File: config.mk
export PLATFORM = sky130hd
export DESIGN_NAME = slmn_node
export DESIGN_NICKNAME = d
export VERILOG_FILES = /design/src/rtl/slmn_pkg.sv /design/src/rtl/slmn_uart_tx.sv /design/src/rtl/slmn_node.sv
export SDC_FILE = /design/constraint.sdc
export NUM_CORES = 1
export LEC_CHECK = 0
export BUFFER_PORTS_ARGS = -buffer_cell sky130_fd_sc_hd__buf_2
export CORE_ASPECT_RATIO = 0.9
export CORE_UTILIZATION = 45
export DETAILED_ROUTE_END_ITERATION = 7
export PLACE_DENSITY = 0.68
export SYNTH_ARGS = -nofsm -noshare
export SYNTH_HDL_FRONTEND = slang
export SYNTH_SLANG_ARGS = --single-unit
File: constraint.sdc
create_clock -name clk -period 7.3 [get_ports clk]
set_clock_uncertainty 0.15 [all_clocks]
set_input_delay 0.365 -clock clk [delete_from_list [all_inputs] [get_ports clk]]
set_output_delay 0.365 -clock clk [all_outputs]
set_load 0.01 [all_outputs]
File: src/rtl/slmn_pkg.sv
package slmn_pkg;

  // clock and line rates
  localparam int          CLK_HZ        = 25_000_000;
  localparam int          BAUD_SLOW     = 9600;
  localparam int          BAUD_FAST     = 19200;
  localparam logic [11:0] BIT_CYC_SLOW  = 12'(CLK_HZ / BAUD_SLOW);
  localparam logic [11:0] BIT_CYC_FAST  = 12'(CLK_HZ / BAUD_FAST);
  localparam logic [3:0]  STOP_BIT      = 4'h9;

  // addressing
  localparam logic [6:0]  ID_HOST       = 7'h00;
  localparam logic [6:0]  ID_MIN        = 7'h01;
  localparam logic [6:0]  ID_MAX        = 7'h62;
  localparam logic [6:0]  ID_GLOBAL     = 7'h63;
  localparam logic [6:0]  ID_RESET      = 7'h01;

  // frame characters
  localparam logic [7:0]  CH_START      = 8'h2A;
  localparam logic [7:0]  CH_END        = 8'h0D;
  localparam logic [7:0]  CH_ASSIGN     = 8'h23;
  localparam logic [7:0]  CH_ZERO       = 8'h30;
  localparam logic [7:0]  CH_TEN        = 8'h0A;

  // output modes that stream by themselves
  localparam logic [3:0]  MODE_CONT_A   = 4'h2;
  localparam logic [3:0]  MODE_CONT_B   = 4'h3;
  localparam logic [3:0]  MODE_CONT_C   = 4'hC;

  // forward queue and header lengths
  localparam logic [3:0]  Q_DEPTH       = 4'h8;
  localparam logic [2:0]  FWD_HDR_LEN   = 3'h4;
  localparam logic [2:0]  OWN_HDR_LEN   = 3'h5;

  typedef enum logic [2:0] {
    SLMN_HUNT, SLMN_H1, SLMN_H2, SLMN_H3, SLMN_BODY
  } slmn_frame_type;

  typedef enum logic [1:0] {
    SLMN_IDLE, SLMN_FWD, SLMN_LOCAL, SLMN_WAIT
  } slmn_owner_type;

  // two ascii digits to a binary unit number
  function automatic logic [6:0] slmn_dig2bin(input logic [7:0] t,
                                              input logic [7:0] o);
    logic [7:0] v;
    v = 8'((t - CH_ZERO) * CH_TEN) + 8'(o - CH_ZERO);
    return v[6:0];
  endfunction

  function automatic logic [7:0] slmn_tens(input logic [6:0] id);
    return CH_ZERO + {4'h0, 4'(id / 7'h0A)};
  endfunction

  function automatic logic [7:0] slmn_ones(input logic [6:0] id);
    return CH_ZERO + {4'h0, 4'(id % 7'h0A)};
  endfunction

  // a node may only hold an individually addressable number
  function automatic logic slmn_id_ok(input logic [6:0] id);
    return (id >= ID_MIN) && (id <= ID_MAX);
  endfunction

endpackage

File: src/rtl/slmn_uart_tx.sv
module slmn_uart_tx
  import slmn_pkg::*;
(
  input  wire logic        clk,
  input  wire logic        reset,
  input  wire logic [11:0] bit_cyc,
  input  wire logic        hold_oe,
  input  wire logic [7:0]  data,
  input  wire logic        valid,
  output logic             ready,
  output logic             line,
  output logic             oe
);

  logic        busy_r, busy_nxt;
  logic [8:0]  sh_r, sh_nxt;
  logic [3:0]  bits_r, bits_nxt;
  logic [11:0] cnt_r, cnt_nxt;
  logic        line_r, line_nxt;
  logic        oe_r, oe_nxt;
  logic        ready_r, ready_nxt;

  // 8N1 shifter; the bit timer doubles as the baud enable
  always_comb begin
    busy_nxt  = busy_r;
    sh_nxt    = sh_r;
    bits_nxt  = bits_r;
    cnt_nxt   = cnt_r;
    line_nxt  = line_r;
    ready_nxt = ready_r;
    if (!busy_r) begin
      line_nxt = 1'b1;
      if (valid && ready_r) begin
        busy_nxt  = 1'b1;
        sh_nxt    = {1'b1, data};
        line_nxt  = 1'b0;                 // start bit
        cnt_nxt   = 12'(bit_cyc - 12'h001);
        bits_nxt  = 4'h0;
        ready_nxt = 1'b0;
      end
    end else if (cnt_r != 12'h000) begin
      cnt_nxt = 12'(cnt_r - 12'h001);
    end else begin
      cnt_nxt = 12'(bit_cyc - 12'h001);
      if (bits_r == STOP_BIT) begin
        busy_nxt  = 1'b0;
        ready_nxt = 1'b1;
      end else begin
        line_nxt = sh_r[0];
        sh_nxt   = {1'b1, sh_r[8:1]};
        bits_nxt = bits_r + 4'h1;
      end
    end
    // driver released as soon as the stop bit ends, unless hold_oe keeps it on
    oe_nxt = busy_nxt | hold_oe;
  end

  always_ff @(posedge clk) begin
    if (reset) begin
      busy_r  <= 1'b0;
      sh_r    <= 9'h1FF;
      bits_r  <= 4'h0;
      cnt_r   <= 12'h000;
      line_r  <= 1'b1;
      oe_r    <= 1'b0;
      ready_r <= 1'b1;
    end else begin
      busy_r  <= busy_nxt;
      sh_r    <= sh_nxt;
      bits_r  <= bits_nxt;
      cnt_r   <= cnt_nxt;
      line_r  <= line_nxt;
      oe_r    <= oe_nxt;
      ready_r <= ready_nxt;
    end
  end

  assign ready = ready_r;
  assign line  = line_r;
  assign oe    = oe_r;

endmodule // slmn_uart_tx

File: src/rtl/slmn_node.sv
// Behaviour
// - unit numbers 1 to 98 are individually addressable
// - bus number assignment taken by every listener
// - ring assign frame numbers nodes in turn
// - bus secondary speaks only when commanded or streaming
// - bus driver off whenever not sending
// - own command executed, others forwarded downstream
// - global command executed and also forwarded
// - replies go to host, forwarded by all
// - forwarding ahead of own reply at every frame boundary
// - global echo precedes the node replies
// - stream command volatile, output mode persistent
module slmn_node
  import slmn_pkg::*;
(
  input  wire logic       clk,
  input  wire logic       reset,
  input  wire logic       rx_line,
  input  wire logic       ring_mode,
  input  wire logic       baud_fast,
  input  wire logic [6:0] unit_id_strap,
  input  wire logic       id_set_valid,
  input  wire logic [6:0] id_set_value,
  input  wire logic       stream_start,
  input  wire logic       stream_stop,
  input  wire logic [3:0] output_mode_setting,
  input  wire logic [7:0] rsp_data,
  input  wire logic       rsp_valid,
  input  wire logic       rsp_last,
  output logic [7:0]      cmd_data,
  output logic            cmd_valid,
  output logic            cmd_last,
  output logic            rsp_ready,
  output logic [6:0]      unit_id,
  output logic            continuous_active,
  output logic            tx_line,
  output logic            tx_oe
);

  logic [11:0] bit_cyc;
  logic        tx_valid, tx_ready, pop, push, local_done;
  logic [7:0]  tx_data, push_data;

  // one rate for the whole network, chosen by the integrator
  assign bit_cyc = baud_fast ? BIT_CYC_FAST : BIT_CYC_SLOW;

  // ---------------- receiver ----------------
  logic        rx_s1_r, rx_s2_r;
  logic        rx_busy_r, rx_busy_nxt;
  logic [11:0] rx_cnt_r, rx_cnt_nxt;
  logic [3:0]  rx_bit_r, rx_bit_nxt;
  logic [7:0]  rx_sh_r, rx_sh_nxt;
  logic        rx_stb_r, rx_stb_nxt;

  // sample mid-bit; a start bit that is high again is a glitch
  always_comb begin
    rx_busy_nxt = rx_busy_r;
    rx_cnt_nxt  = rx_cnt_r;
    rx_bit_nxt  = rx_bit_r;
    rx_sh_nxt   = rx_sh_r;
    rx_stb_nxt  = 1'b0;
    if (!rx_busy_r) begin
      if (!rx_s2_r) begin
        rx_busy_nxt = 1'b1;
        rx_cnt_nxt  = {1'b0, bit_cyc[11:1]};
        rx_bit_nxt  = 4'h0;
      end
    end else if (rx_cnt_r != 12'h000) begin
      rx_cnt_nxt = 12'(rx_cnt_r - 12'h001);
    end else begin
      rx_cnt_nxt = 12'(bit_cyc - 12'h001);   // same bit period as the sender
      rx_bit_nxt = rx_bit_r + 4'h1;
      if (rx_bit_r == 4'h0) begin
        rx_busy_nxt = ~rx_s2_r;
      end else if (rx_bit_r < STOP_BIT) begin
        rx_sh_nxt = {rx_s2_r, rx_sh_r[7:1]};
      end else begin
        rx_busy_nxt = 1'b0;
        rx_stb_nxt  = rx_s2_r;          // framing error drops the byte
      end
    end
  end

  always_ff @(posedge clk) begin
    if (reset) begin
      rx_s1_r   <= 1'b1;
      rx_s2_r   <= 1'b1;
      rx_busy_r <= 1'b0;
      rx_cnt_r  <= 12'h000;
      rx_bit_r  <= 4'h0;
      rx_sh_r   <= 8'h00;
      rx_stb_r  <= 1'b0;
    end else begin
      rx_s1_r   <= rx_line;
      rx_s2_r   <= rx_s1_r;
      rx_busy_r <= rx_busy_nxt;
      rx_cnt_r  <= rx_cnt_nxt;
      rx_bit_r  <= rx_bit_nxt;
      rx_sh_r   <= rx_sh_nxt;
      rx_stb_r  <= rx_stb_nxt;
    end
  end

  // ---------------- frame parser ----------------
  slmn_frame_type fr_r, fr_nxt;
  logic [7:0]  h1_r, h1_nxt, h2_r, h2_nxt;
  logic        exec_r, exec_nxt, fwd_r, fwd_nxt;
  logic [7:0]  hdr_r [4];
  logic [7:0]  hdr_nxt [4];
  logic [2:0]  dump_r, dump_nxt;
  logic [6:0]  id_r, id_nxt, dest, newid;
  logic        first_r, permit_r, permit_nxt, stream_r, stream_nxt;
  logic        cont_r, cont_nxt;
  logic [7:0]  cmd_data_r, cmd_data_nxt;
  logic        cmd_valid_r, cmd_valid_nxt, cmd_last_r, cmd_last_nxt;

  // header held three bytes so the route is known before anything leaves
  always_comb begin
    fr_nxt        = fr_r;
    h1_nxt        = h1_r;
    h2_nxt        = h2_r;
    exec_nxt      = exec_r;
    fwd_nxt       = fwd_r;
    hdr_nxt       = hdr_r;
    dump_nxt      = dump_r;
    id_nxt        = id_r;
    permit_nxt    = permit_r;
    cmd_data_nxt  = rx_sh_r;
    cmd_valid_nxt = 1'b0;
    cmd_last_nxt  = 1'b0;
    push          = 1'b0;
    push_data     = rx_sh_r;
    dest          = slmn_dig2bin(h1_r, h2_r);
    newid         = slmn_dig2bin(h2_r, rx_sh_r);
    if (first_r && slmn_id_ok(unit_id_strap)) begin
      id_nxt = unit_id_strap;
    end
    if (id_set_valid && slmn_id_ok(id_set_value)) begin
      id_nxt = id_set_value;          // whoever hears it takes it
    end
    if (dump_r != 3'h0) begin
      push      = 1'b1;
      push_data = hdr_r[2'(FWD_HDR_LEN - dump_r)];
      dump_nxt  = dump_r - 3'h1;
    end
    if (rx_stb_r) begin
      case (fr_r)
        SLMN_HUNT: begin
          if (rx_sh_r == CH_START) begin
            fr_nxt = SLMN_H1;
          end
        end
        SLMN_H1: begin
          h1_nxt = rx_sh_r;
          fr_nxt = (rx_sh_r == CH_END) ? SLMN_HUNT : SLMN_H2;
        end
        SLMN_H2: begin
          h2_nxt = rx_sh_r;
          fr_nxt = (rx_sh_r == CH_END) ? SLMN_HUNT : SLMN_H3;
        end
        SLMN_H3: begin
          fr_nxt = (rx_sh_r == CH_END) ? SLMN_HUNT : SLMN_BODY;
          if (h1_r == CH_ASSIGN) begin
            exec_nxt = 1'b0;
            fwd_nxt  = ring_mode && (rx_sh_r != CH_END);
            if (slmn_id_ok(newid)) begin
              id_nxt = newid;
            end
            // next node downstream gets the following number
            hdr_nxt[0] = CH_START;
            hdr_nxt[1] = CH_ASSIGN;
            hdr_nxt[2] = slmn_tens(7'(newid + 7'h01));
            hdr_nxt[3] = slmn_ones(7'(newid + 7'h01));
          end else begin
            // own or global number is executed
            exec_nxt = (dest == id_r) || (dest == ID_GLOBAL);
            // anything not solely ours travels on, host replies too
            fwd_nxt  = ring_mode && (dest != id_r);
            hdr_nxt[0] = CH_START;
            hdr_nxt[1] = h1_r;
            hdr_nxt[2] = h2_r;
            hdr_nxt[3] = rx_sh_r;
            cmd_valid_nxt = exec_nxt;
            cmd_last_nxt  = exec_nxt && (rx_sh_r == CH_END);
          end
          if (fwd_nxt) begin
            dump_nxt = FWD_HDR_LEN;
          end
          // frame ended inside its header: nothing more to pass on
          if (rx_sh_r == CH_END) begin
            fwd_nxt = 1'b0;
          end
        end
        default: begin
          cmd_valid_nxt = exec_r;
          cmd_last_nxt  = exec_r && (rx_sh_r == CH_END);
          if (fwd_r) begin
            push      = 1'b1;
            push_data = rx_sh_r;
          end
          if (rx_sh_r == CH_END) begin
            fr_nxt  = SLMN_HUNT;
            fwd_nxt = 1'b0;
          end
        end
      endcase
    end
    // permission to answer; a new command wins over a finished reply
    if (local_done) begin
      permit_nxt = 1'b0;
    end
    if (cmd_valid_nxt && cmd_last_nxt) begin
      permit_nxt = 1'b1;
    end
    // stream command forgotten at reset, output mode is not
    stream_nxt = stream_start ? 1'b1 : (stream_stop ? 1'b0 : stream_r);
    cont_nxt   = stream_nxt || (output_mode_setting == MODE_CONT_A) ||
                 (output_mode_setting == MODE_CONT_B) ||
                 (output_mode_setting == MODE_CONT_C);
  end

  always_ff @(posedge clk) begin
    if (reset) begin
      fr_r        <= SLMN_HUNT;
      h1_r        <= 8'h00;
      h2_r        <= 8'h00;
      exec_r      <= 1'b0;
      fwd_r       <= 1'b0;
      hdr_r       <= '{default: 8'h00};
      dump_r      <= 3'h0;
      id_r        <= ID_RESET;
      first_r     <= 1'b1;
      permit_r    <= 1'b0;
      stream_r    <= 1'b0;
      cont_r      <= 1'b0;
      cmd_data_r  <= 8'h00;
      cmd_valid_r <= 1'b0;
      cmd_last_r  <= 1'b0;
    end else begin
      fr_r        <= fr_nxt;
      h1_r        <= h1_nxt;
      h2_r        <= h2_nxt;
      exec_r      <= exec_nxt;
      fwd_r       <= fwd_nxt;
      hdr_r       <= hdr_nxt;
      dump_r      <= dump_nxt;
      id_r        <= id_nxt;
      first_r     <= 1'b0;
      permit_r    <= permit_nxt;
      stream_r    <= stream_nxt;
      cont_r      <= cont_nxt;
      cmd_data_r  <= cmd_data_nxt;
      cmd_valid_r <= cmd_valid_nxt;
      cmd_last_r  <= cmd_last_nxt;
    end
  end

  // ---------------- forward queue ----------------
  logic [7:0] q_r [8];
  logic [7:0] q_nxt [8];
  logic [2:0] wp_r, wp_nxt, rp_r, rp_nxt;
  logic [3:0] qc_r, qc_nxt;

  // a full queue drops; only a long own reply holding the transmitter can cause that
  always_comb begin
    q_nxt  = q_r;
    wp_nxt = wp_r;
    rp_nxt = rp_r;
    qc_nxt = qc_r;
    if (push && (qc_r != Q_DEPTH)) begin
      q_nxt[wp_r] = push_data;
      wp_nxt      = wp_r + 3'h1;
      qc_nxt      = qc_nxt + 4'h1;
    end
    if (pop) begin
      rp_nxt = rp_r + 3'h1;
      qc_nxt = qc_nxt - 4'h1;
    end
  end

  always_ff @(posedge clk) begin
    if (reset) begin
      q_r  <= '{default: 8'h00};
      wp_r <= 3'h0;
      rp_r <= 3'h0;
      qc_r <= 4'h0;
    end else begin
      q_r  <= q_nxt;
      wp_r <= wp_nxt;
      rp_r <= rp_nxt;
      qc_r <= qc_nxt;
    end
  end

  // ---------------- transmit arbiter ----------------
  slmn_owner_type own_r, own_nxt;
  logic [2:0] lh_r, lh_nxt;
  logic       rsp_ready_r, rsp_ready_nxt;

  // own reply header always addresses the host
  function automatic logic [7:0] own_hdr(input logic [2:0] i,
                                         input logic [6:0] id);
    case (i)
      3'h0:    return CH_START;
      3'h1:    return slmn_tens(ID_HOST);
      3'h2:    return slmn_ones(ID_HOST);
      3'h3:    return slmn_tens(id);
      default: return slmn_ones(id);
    endcase
  endfunction

  // frames are never interleaved; forwarding wins each boundary
  always_comb begin
    own_nxt       = own_r;
    lh_nxt        = lh_r;
    tx_valid      = 1'b0;
    tx_data       = q_r[rp_r];
    pop           = 1'b0;
    local_done    = 1'b0;
    rsp_ready_nxt = 1'b0;
    case (own_r)
      SLMN_IDLE: begin
        if ((qc_r != 4'h0) || fwd_r || (dump_r != 3'h0)) begin
          own_nxt = SLMN_FWD;
        end else if (rsp_valid && (permit_r || cont_r)) begin
          own_nxt = SLMN_LOCAL;
          lh_nxt  = 3'h0;
        end
      end
      SLMN_FWD: begin
        tx_valid = qc_r != 4'h0;
        pop      = tx_valid && tx_ready;
        if ((qc_r == 4'h0) && !fwd_r && (dump_r == 3'h0)) begin
          own_nxt = SLMN_IDLE;
        end
      end
      SLMN_LOCAL: begin
        if (lh_r < OWN_HDR_LEN) begin
          tx_valid = 1'b1;
          tx_data  = own_hdr(lh_r, id_r);
          if (tx_ready) begin
            lh_nxt = lh_r + 3'h1;
          end
        end else begin
          tx_valid = rsp_valid;
          tx_data  = rsp_data;
          if (rsp_valid && tx_ready) begin
            rsp_ready_nxt = 1'b1;
            if (rsp_last) begin
              local_done = 1'b1;
              own_nxt    = SLMN_WAIT;
            end
          end
        end
      end
      default: begin
        own_nxt = SLMN_IDLE;   // lets the source retire its last byte
      end
    endcase
  end

  always_ff @(posedge clk) begin
    if (reset) begin
      own_r       <= SLMN_IDLE;
      lh_r        <= 3'h0;
      rsp_ready_r <= 1'b0;
    end else begin
      own_r       <= own_nxt;
      lh_r        <= lh_nxt;
      rsp_ready_r <= rsp_ready_nxt;
    end
  end

  // ring link is point to point, so its driver may stay on
  slmn_uart_tx u_tx (
    .clk     (clk),
    .reset   (reset),
    .bit_cyc (bit_cyc),
    .hold_oe (ring_mode),
    .data    (tx_data),
    .valid   (tx_valid),
    .ready   (tx_ready),
    .line    (tx_line),
    .oe      (tx_oe)
  );

  assign cmd_data          = cmd_data_r;
  assign cmd_valid         = cmd_valid_r;
  assign cmd_last          = cmd_last_r;
  assign rsp_ready         = rsp_ready_r;
  assign unit_id           = id_r;
  assign continuous_active = cont_r;

endmodule // slmn_node

==> results of run 1 <==
## cell families (layout without fill, tap and decap cells)
| kind of cell | Yosys count | count (layout) | synth area share [%] |
|---|---|---|---|
| buffers and inverters | 131 | 160 | 4.455 |
| AND/OR/NAND/NOR | 496 | 496 | 19.82 |
| multiplexers | 126 | 126 | 12.95 |
| XOR/XNOR | 51 | 51 | 4.476 |
| flip-flops | 206 | 206 | 35.38 |
| adder cells (fa/ha/maj) | 58 | 58 | 6.462 |
| AO/OA/AOI/OAI | 295 | 295 | 16.47 |
## layer usage
layer	up-vias	GRT usage (%)	part of all wire, %
met2	271	35.70	47
met4	0	5.485	1.8
met1	4757	30.62	47
met5	-	0	0
li1	4892	-	-
met3	47	2.456	4.6
## through the flow
stage | instance area, µm² | power [mW] | util [%] | instances | hold WS [ns]
3_5_place_dp | 12100 | 2.388 | 47.89 | 1685 | 0.2483
4_1_cts | 12990 | 3.661 | 51.45 | 1734 | 0.006986
3_3_place_gp | 12100 | 2.374 | 47.89 | 1685 | 0.2499
2_1_floorplan | 11660 | 2.151 | - | 1363 | 0.2395
6_report | 12990 | 3.641 | 51.45 | 1734 | 0.02018
5_1_grt | 12990 | 3.839 | 51.45 | 1734 | 0.05116
## final timing paths
check	start	endpoint	slack, ns	depth (start not counted)
max reg2reg	h2_r[3]	hdr_r[8]	1.91	15
max	h2_r[3]	hdr_r[8]	1.91	15
min	rsp_data[7]	u_tx.sh_r[7]	0.02	3
min reg2reg	rx_s1_r	rx_s2_r	0.26	1
## cell usage after synthesis (all sizes together) (7+ instances only)
cell,n,share of area [%]
xor2,14,1.1
mux4,19,3.7
dfxtp,206,35
a21oi,107,4.6
a211o,8,0.61
mux2i,99,8.5
clkbuf,70,2.3
nand2,119,3.8
or3,9,0.48
a2111oi,8,0.76
nor2b,25,1.3
mux2,8,0.77
nor2,195,6.3
a31oi,14,0.75
and3,10,0.54
nor3,36,1.6
nand2b,18,0.97
o211ai,12,0.82
a211oi,25,1.7
a311oi,9,0.68
nand3,26,1.1
nand4,12,0.64
buf,16,0.73
nor4,8,0.48
a21o,7,0.46
ha,53,5.7
xnor2,34,2.8
o21ai,50,2.1
o22ai,7,0.38
inv,44,1.4
## sequential cells by signal, indices dropped and copies added (netlist names), 2 cells and up
signal	flops
cmd_data	8
h1_r	8
unit_id	7
u_tx.sh_r	8
cmd_data_nxt	8
rx_cnt_r	12
wp_r	3
qc_r	4
rp_r	3
own_r	2
q_r	64
u_tx.bits_r	4
lh_r	3
u_tx.cnt_r	12
h2_r	8
hdr_r	25
fr_r	3
rx_bit_r	4
dump_r	3
## cell type report
type                       count  area (µm²)  share of cell area (%)
clock inverter                15       178.9                   1.377
sequential                   206        4124                   31.74
tap                          342       427.9                   3.293
inverter                      45       168.9                   1.300
clock buffer                  29       669.4                   5.152
timing repair buffer          71       411.6                   3.168
multi-input combinational   1026        7013                   53.97
## tightest hold or removal path, stage by stage
cell and delay (ns):
buf_2 0.09, a31oi_1 0.07, o21ai_0 0.12
## report_power, final
group | total (mW) | switching (mW) | internal (mW)
Clock | 1.27 | 0.505 | 0.764
Combinational | 1.03 | 0.631 | 0.403
Sequential | 1.34 | 0.113 | 1.22
Total | 3.64 | 1.25 | 2.39
==> results.tsv, run 1 <==
metric	value	unit
status	complete, no violations	
wirelength	28960	µm
critPathSlowestCell	xnor2_1	
gp_congestion	0.8652	
ys_ff_latch	206	
mostFrequentLayoutCells	206 x dfxtp_1, 195 x nor2_1, 119 x nand2_1	
clk_root_buffer_cell	clkbuf_16	
wl_per_cell	16.70	µm
cp-start-kind	flop	
pwr_density_cell	280.2	nW/µm²
avgSynthCellArea	8.552	µm²
port_buffers	56	
antenna_left	0	
path_max_fanout	11	
dp_slack	2.037	ns
crit_type	reg2reg	
ys_warn_count	0	
vdd_drop_max	0.1758	mV
synth_area	11660	µm²
grt_max_degree	105	
synth_nets	1456	
drtPass1Iterations	5	
cts_inserted_buffers	24	
ys_seq_area_share	35.38	%
ctsResizeCount	0	
hold_class	in2reg	
layout-drive-gt1-share	11.57	%
leakage	5.219	nW
path_buf_inv	0	
async_flop_share	0	%
cp_slowest_stage_delay	0.81	ns
rsz0062_at_grt	no	
cts.htree.levels	1	
cts.sinks	206	
fmaxAchievable	0.1855	GHz
crit_path_end_kind	flop	
routed_via_density	5.748	
tightest_slew	1.162	ns
via_count	9967	
drv_cap	0	
cts_buffer_depth	3	
grt_pass1_vias	9229	
syn_inst	1363	
die_w	171.7	µm
gr-usage-all-layers	21.90	%
area_growth	11.47	%
drc	0	
start_util	46.15	%
hpwl	19440	µm
hold_viol_final	0	
fin_ws	1.909	ns
crit_chain	ha_1 > ha_1 > fa_1 > ha_1 > ha_1 > xnor2_1 > xnor2_1 > a2111oi_4 > a21oi_1 > a22oi_1 > a21boi_2 > ha_1 > o21ai_1 > a311oi_1 > o21ai_1	
cp_common_cell	ha_1	
fillers	2323	
fp.dieH	154.7	µm
cp_top_family	adder cells	
fin_tns_setup	0	ns
antenna_cells	0	
cts.reportedPaths.clkPinSlew	0.06	ns
design.portCount	57	
grt_antenna_before_repair	0	
grt_remaining_overflow	0	
design.die.area	26550	µm²
min_period_over_period	73.85	%
insertion_delay	0.53	ns
grt_pass1_wl	47460	µm
cts_tree	built	
finalSetupViolCount	0	
cp.arrival	5.64	ns
postCtsSetupRepairBufs	0	
dr.first_iter.drc_count	876	
synth_flop_cell	dfxtp_1	
rows	55	
nets	1467	
period_needed	5.391	ns
cp.required	7.55	ns
mostFrequentLayoutCell	dfxtp_1	
slew_viol_final	0	
placeableCoreArea	25260	µm²
synth-edff-count	0	
hold_buffers	5	
relSlewSlack	21.91	%
synth.distinct_cells	84	
No activity file was read; power rests on OpenSTA's default activity.
==> inputs of run 2 (changes only) <==
PLACE_DENSITY = 0.7   (was 0.68)
clock period = 4.75 ns   (was 7.3 ns; I/O delays follow)
==> run 2 against run 1 <==
  * Sequential share of layout area fell by 0.87 points
  * Global-route usage is 0.49 points higher
  * Largest power group unchanged
  * Routed wire length increased by 2.2%
  * Core utilization is 1.5 points higher
  * Clock power up 52%
==> results.tsv, run 2 (synthesis results as in run 1) <==
metric	value	unit	change
nets	1508		was 1467
wl_per_cell	16.68	µm	was 16.70 µm
mostFrequentLayoutCells	206 x dfxtp_1, 195 x nor2_1, 118 x nand2_1		was 206 x dfxtp_1, 195 x nor2_1, 119 x nand2_1
rsz0062_at_grt	no		unchanged
gp_congestion	0.9091		was 0.8652
rows	55		unchanged
register_area	4124	µm²	unchanged
die_w	171.7	µm	unchanged
path_max_fanout	4		was 11
drv_cap	0		unchanged
cp.arrival	4.74	ns	was 5.64 ns
design.portCount	57		unchanged
grt_antenna_before_repair	0		unchanged
status	complete, no violations		unchanged
routed_via_density	5.702		was 5.748
gr-usage-all-layers	22.39	%	was 21.90%
cts_tree	built		unchanged
area_growth	14.63	%	was 11.47%
dr.first_iter.drc_count	812		was 876
largest_reg_flops	64		unchanged
cts.htree.levels	1		unchanged
cts_buffer_depth	3		unchanged
crit_path_end_kind	flop		unchanged
hold_viol_final	0		unchanged
fillers	2336		was 2323
port_buffers	56		unchanged
leakage	5.434	nW	was 5.219 nW
design.die.area	26550	µm²	unchanged
min_period_over_period	94.61	%	was 73.85%
via_count	10121		was 9967
grt_max_degree	86		was 105
slew_viol_final	0		unchanged
largest-register	q_r		unchanged
relSlewSlack	31.12	%	was 21.91%
crit_type	reg2reg		unchanged
grt_remaining_overflow	0		unchanged
mostFrequentLayoutCell	dfxtp_1		unchanged
hold_class	in2reg		unchanged
final_util	52.91	%	was 51.45%
start_util	46.15	%	unchanged
pwr_density_cell	420.0	nW/µm²	was 280.2 nW/µm²
fmaxAchievable	0.2225	GHz	was 0.1855 GHz
cp-start-kind	flop		unchanged
fp.dieH	154.7	µm	unchanged
cts.reportedPaths.clkPinSlew	0.06	ns	about the same
place_area	12330	µm²	was 12100 µm²
insertion_delay	0.51	ns	was 0.53 ns
cts.sinks	206		unchanged
reg_top3	q_r: 64 flops, hdr_r: 25 flops		unchanged
multi_input_area	7056	µm²	was 7013 µm²
drc	0		unchanged
grt_pass1_wl	48660	µm	was 47460 µm
layout-drive-gt1-share	13.54	%	was 11.57%
placeableCoreArea	25260	µm²	unchanged
cp.required	4.99	ns	was 7.55 ns
vdd_drop_max	0.2722	mV	was 0.1758 mV
wirelength	29610	µm	was 28960 µm
finalSetupViolCount	0		unchanged
antenna_cells	0		unchanged
antenna_left	0		unchanged
r2r_slack	0.26	ns	was 1.91 ns
grt_pass1_vias	9674		was 9229
tightest_slew	1.028	ns	was 1.162 ns
final_cell_area	13360	µm²	was 12990 µm²
period_needed	4.494	ns	was 5.391 ns
drtPass1Iterations	5		unchanged
cts_inserted_buffers	24		unchanged
clk_root_buffer_cell	clkbuf_16		unchanged
hpwl	20200	µm	was 19440 µm
run 2: cell type report:
type / count / share of cell area (%)
timing repair buffer: 112 / 5.553
clock inverter: 9 / 0.8990
inverter: 45 / 1.264
tap: 342 / 3.203
sequential: 206 / 30.86
clock buffer: 35 / 5.412
multi-input combinational: 1026 / 52.80
run 2: path summary, 6_finish.rpt:
| kind | from | cells after the start | end |
|---|---|---|---|
| setup / recovery | h2_r[1] | 16 | hdr_r[1] |
| hold / removal | rsp_data[6] | 5 | u_tx.sh_r[6] |
| setup reg to reg | h2_r[1] | 16 | hdr_r[1] |
| hold reg to reg | rx_s1_r | 1 | rx_s2_r |
run 2: per-stage QoR:
step                cells  TNS (ns)  setup WS (ns)  hold slack [ns]  power (mW)
floorplan            1363         0        0.05392           0.1152       3.306
global placement     1716         0        0.08232           0.2491       3.653
detailed placement   1716   -0.2278       -0.07000           0.2430       3.692
CTS                  1774         0       0.002538          0.05116       5.643
global route         1775         0        0.03606          0.09099       5.942
finish               1775         0         0.2559          0.05472       5.611
run 2: critical path, stage by stage, from the launching register on:
cell,delay (ns)
dfxtp_1,0.32
ha_1,0.30
ha_1,0.22
fa_1,0.45
ha_1,0.30
ha_1,0.35
a21oi_2,0.19
xnor3_2,0.31
xnor2_2,0.21
a211o_1,0.35
a22o_1,0.22
o21ai_1,0.21
a21boi_4,0.11
ha_4,0.21
o21ai_1,0.24
a311o_1,0.17
o211ai_2,0.08
run 2: timing repair:
item                                    in CTS  in global routing
pin swaps                                    1                  1
hold endpoints to repair                    35                  0
gates cloned                                 0                  0
endpoints found under the setup margin       4                  4
gates resized for setup                      5                  5
setup buffers                                0                  1
hold buffers                                14                  0
run 2: layer usage:
| layer | vias up | global-route usage [%] | share of wire [%] |
|---|---|---|---|
| li1 | 4963 | - | - |
| met1 | 4831 | 30.55 | 46 |
| met2 | 276 | 37.09 | 46 |
| met3 | 51 | 2.712 | 5.1 |
| met4 | 0 | 6.037 | 2.2 |
| met5 | - | 0 | 0 |
run 2: power by group:
| part | switching, mW | internal, mW |
|---|---|---|
| registers | 0.173 | 1.88 |
| clock network | 0.721 | 1.21 |
| logic | 0.984 | 0.637 |
| total | 1.88 | 3.73 |
==> inputs of run 3 (changes only) <==
CELL_PAD_IN_SITES_DETAIL_PLACEMENT = 1   (was default)
CELL_PAD_IN_SITES_GLOBAL_PLACEMENT = 1   (was default)
CORE_UTILIZATION = 43   (was 45)
PLACE_DENSITY = 0.83   (was 0.7)
==> run 3 against run 2 <==
  * Fmax is 2.7% lower
  * Clock power hardly changed
  * Cell count hardly changed
  * Flip-flop and latch count stayed put
  * Via count is 2.8% higher
  * Die area is 4.6% higher
  * Sequential share of layout area is 0.18 points higher
  * Non-clock buffer count is 4 lower
  * Register-to-register slack worse by 0.12 ns
  * Critical path type unchanged
==> results.tsv, run 3 (synthesis results as in run 1) <==
metric	value	unit	change
routed_via_density	5.858		was 5.702
rr_endpoint	hdr_r[2]		was hdr_r[1]
r2r_slack	0.13	ns	was 0.26 ns
pwr_density_cell	425.5	nW/µm²	was 420.0 nW/µm²
reg_top3	q_r: 64 flops, hdr_r: 25 flops		unchanged
insertion_delay	0.52	ns	was 0.51 ns
start_util	44.24	%	was 46.15%
cp_common_cell	ha_1		unchanged
grt_pass1_vias	10814		was 9674
mostFrequentLayoutCell	dfxtp_1		unchanged
cp-endpoint	hdr_r[2]		was hdr_r[1]
power.total	5.653	mW	was 5.611 mW
fin_cells	1776		was 1775
place_area	12310	µm²	was 12330 µm²
crit_path_end_kind	flop		unchanged
critPathSlowestCell	fa_1		unchanged
via_count	10403		was 10121
cp_top_family	adder cells		unchanged
status	complete, no violations		unchanged
period_needed	4.617	ns	was 4.494 ns
vdd_drop_max	0.2893	mV	was 0.2722 mV
leakage	5.376	nW	was 5.434 nW
register_area	4124	µm²	unchanged
placeableCoreArea	26350	µm²	was 25260 µm²
wirelength	34880	µm	was 29610 µm
gp_congestion	0.8230		was 0.9091
fp.dieH	158.2	µm	was 154.7 µm
drv_cap	0		unchanged
area_growth	13.98	%	was 14.63%
path_buf_inv	0		unchanged
final_cell_area	13290	µm²	was 13360 µm²
crit_type	reg2reg		unchanged
fin_hold_ws	0.03755	ns	was 0.05472 ns
clk_root_buffer_cell	clkbuf_16		unchanged
nets	1504		was 1508
grt_pass1_wl	56480	µm	was 48660 µm
crit_chain	ha_1 > ha_1 > fa_1 > ha_1 > ha_1 > a21oi_2 > xnor3_2 > xnor2_2 > a2111oi_4 > a21oi_1 > a22oi_1 > a21boi_2 > ha_2 > nand2b_1 > a21boi_1 > o21ai_1 > a31o_1		was ha_1 > ha_1 > fa_1 > ha_1 > ha_1 > a21oi_2 > xnor3_2 > xnor2_2 > a211o_1 > a22o_1 > o21ai_1 > a21boi_4 > ha_4 > o21ai_1 > a311o_1 > o211ai_2
wl_per_cell	19.64	µm	was 16.68 µm
cp.required	5.01	ns	was 4.99 ns
path_max_fanout	5		was 4
cts.htree.levels	1		unchanged
fmaxAchievable	0.2166	GHz	was 0.2225 GHz
grt_remaining_overflow	0		unchanged
mostFrequentLayoutCells	206 x dfxtp_1, 195 x nor2_1, 118 x nand2_1		unchanged
slew_viol_final	0		unchanged
cts_buffer_depth	3		unchanged
design.portCount	57		unchanged
port_buffers	56		unchanged
grt_max_degree	99		was 86
die_w	175.6	µm	was 171.7 µm
tightest_slew	1.067	ns	was 1.028 ns
gr-usage-all-layers	25.22	%	was 22.39%
cts.reportedPaths.clkPinSlew	0.06	ns	about the same
relSlewSlack	28.35	%	was 31.12%
largest-register	q_r		unchanged
cp-start-kind	flop		unchanged
cts.sinks	206		unchanged
multi_input_area	7037	µm²	was 7056 µm²
placed_cells	1718		was 1716
grt_antenna_before_repair	0		unchanged
layout-drive-gt1-share	13.10	%	was 13.54%
hold_class	in2reg		unchanged
hpwl	23910	µm	was 20200 µm
dr.first_iter.drc_count	718		was 812
ff2ff_path_depth	17		was 16
whs_path_depth	1		was 5
finalSetupViolCount	0		unchanged
drc	0		unchanged
cp_slowest_stage_delay	0.45	ns	about the same
path_depth	17		was 16
antenna_left	0		unchanged
r2r-start	h2_r[1]		unchanged
rows	56		was 55
antenna_cells	0		unchanged
cp.arrival	4.88	ns	was 4.74 ns
hold_viol_final	0		unchanged
fin_tns_setup	0	ns	unchanged
min_period_over_period	97.19	%	was 94.61%
design.die.area	27770	µm²	was 26550 µm²
drtPass1Iterations	4		was 5
cts_inserted_buffers	24		unchanged
cts_tree	built		unchanged
largest_reg_flops	64		unchanged
crit_start	h2_r[1]		unchanged
fillers	3109		was 2336
[run 3: cell types whose count changed in the layout (fill, tap and decap cells not counted), sizes merged]
| cell | previous run | this run |
|---|---|---|
| clkbuf | 35 | 39 |
| dlygate4sd3 | 14 | 13 |
| clkinvlp | 0 | 1 |
| buf | 98 | 95 |
| bufinv | 3 | 2 |
| clkinv | 7 | 2 |
[run 3: where the power goes]
part | leakage [nW] | switching (mW) | internal (mW) | total (mW)
registers | 1.67 | 0.202 | 1.88 | 2.08
clock network | 0.393 | 0.740 | 1.16 | 1.91
logic | 3.31 | 1.03 | 0.638 | 1.66
total | 5.38 | 1.97 | 3.69 | 5.65
[run 3: worst min-delay path by stage]
stage / start / to
floorplan: reset / first_r
finish: reset / first_r
global placement: rx_s1_r / rx_s2_r
detailed placement: rx_s1_r / rx_s2_r
CTS: reset / first_r
global route: reset / first_r
[run 3: timing repair]
item,CTS,global route
endpoints found under the setup margin,4,4
gates resized for setup,1,5
hold buffers,13,0
setup buffers,0,2
pin swaps,2,2
hold endpoints to repair,13,0
cloned,0,0
[run 3: worst register-to-register path, stage by stage (launching register included)]
cell,delay (ns)
dfxtp_1,0.31
ha_1,0.31
ha_1,0.24
fa_1,0.45
ha_1,0.29
ha_1,0.36
a21oi_2,0.23
xnor3_2,0.37
xnor2_2,0.22
a2111oi_4,0.38
a21oi_1,0.09
a22oi_1,0.18
a21boi_2,0.20
ha_2,0.24
nand2b_1,0.07
a21boi_1,0.15
o21ai_1,0.07
a31o_1,0.21
[run 3: layout make-up]
type                       instances  share of cell area [%]
tap                              348                   3.277
timing repair buffer             108                   5.340
inverter                          45                   1.271
multi-input combinational       1026                   52.97
clock inverter                     4                  0.5462
clock buffer                      39                   5.557
sequential                       206                   31.04
[run 3: metal layers]
layer | up-vias | GRT usage (%) | part of all wire (%)
li1 | 4963 | - | -
met1 | 5200 | 32.16 | 45
met4 | 0 | 7.122 | 2.0
met2 | 196 | 45.09 | 50
met3 | 44 | 2.618 | 3.5
met5 | - | 0 | 0
[run 3: through the flow]
stage                     util [%]  setup WS [ns]
final                        50.43         0.1334
after detailed placement     46.71       -0.09936
after floorplan                  -        0.05392
after CTS                    50.30        0.01597
after global routing         50.43       -0.01870
after global placement       46.71         0.1387
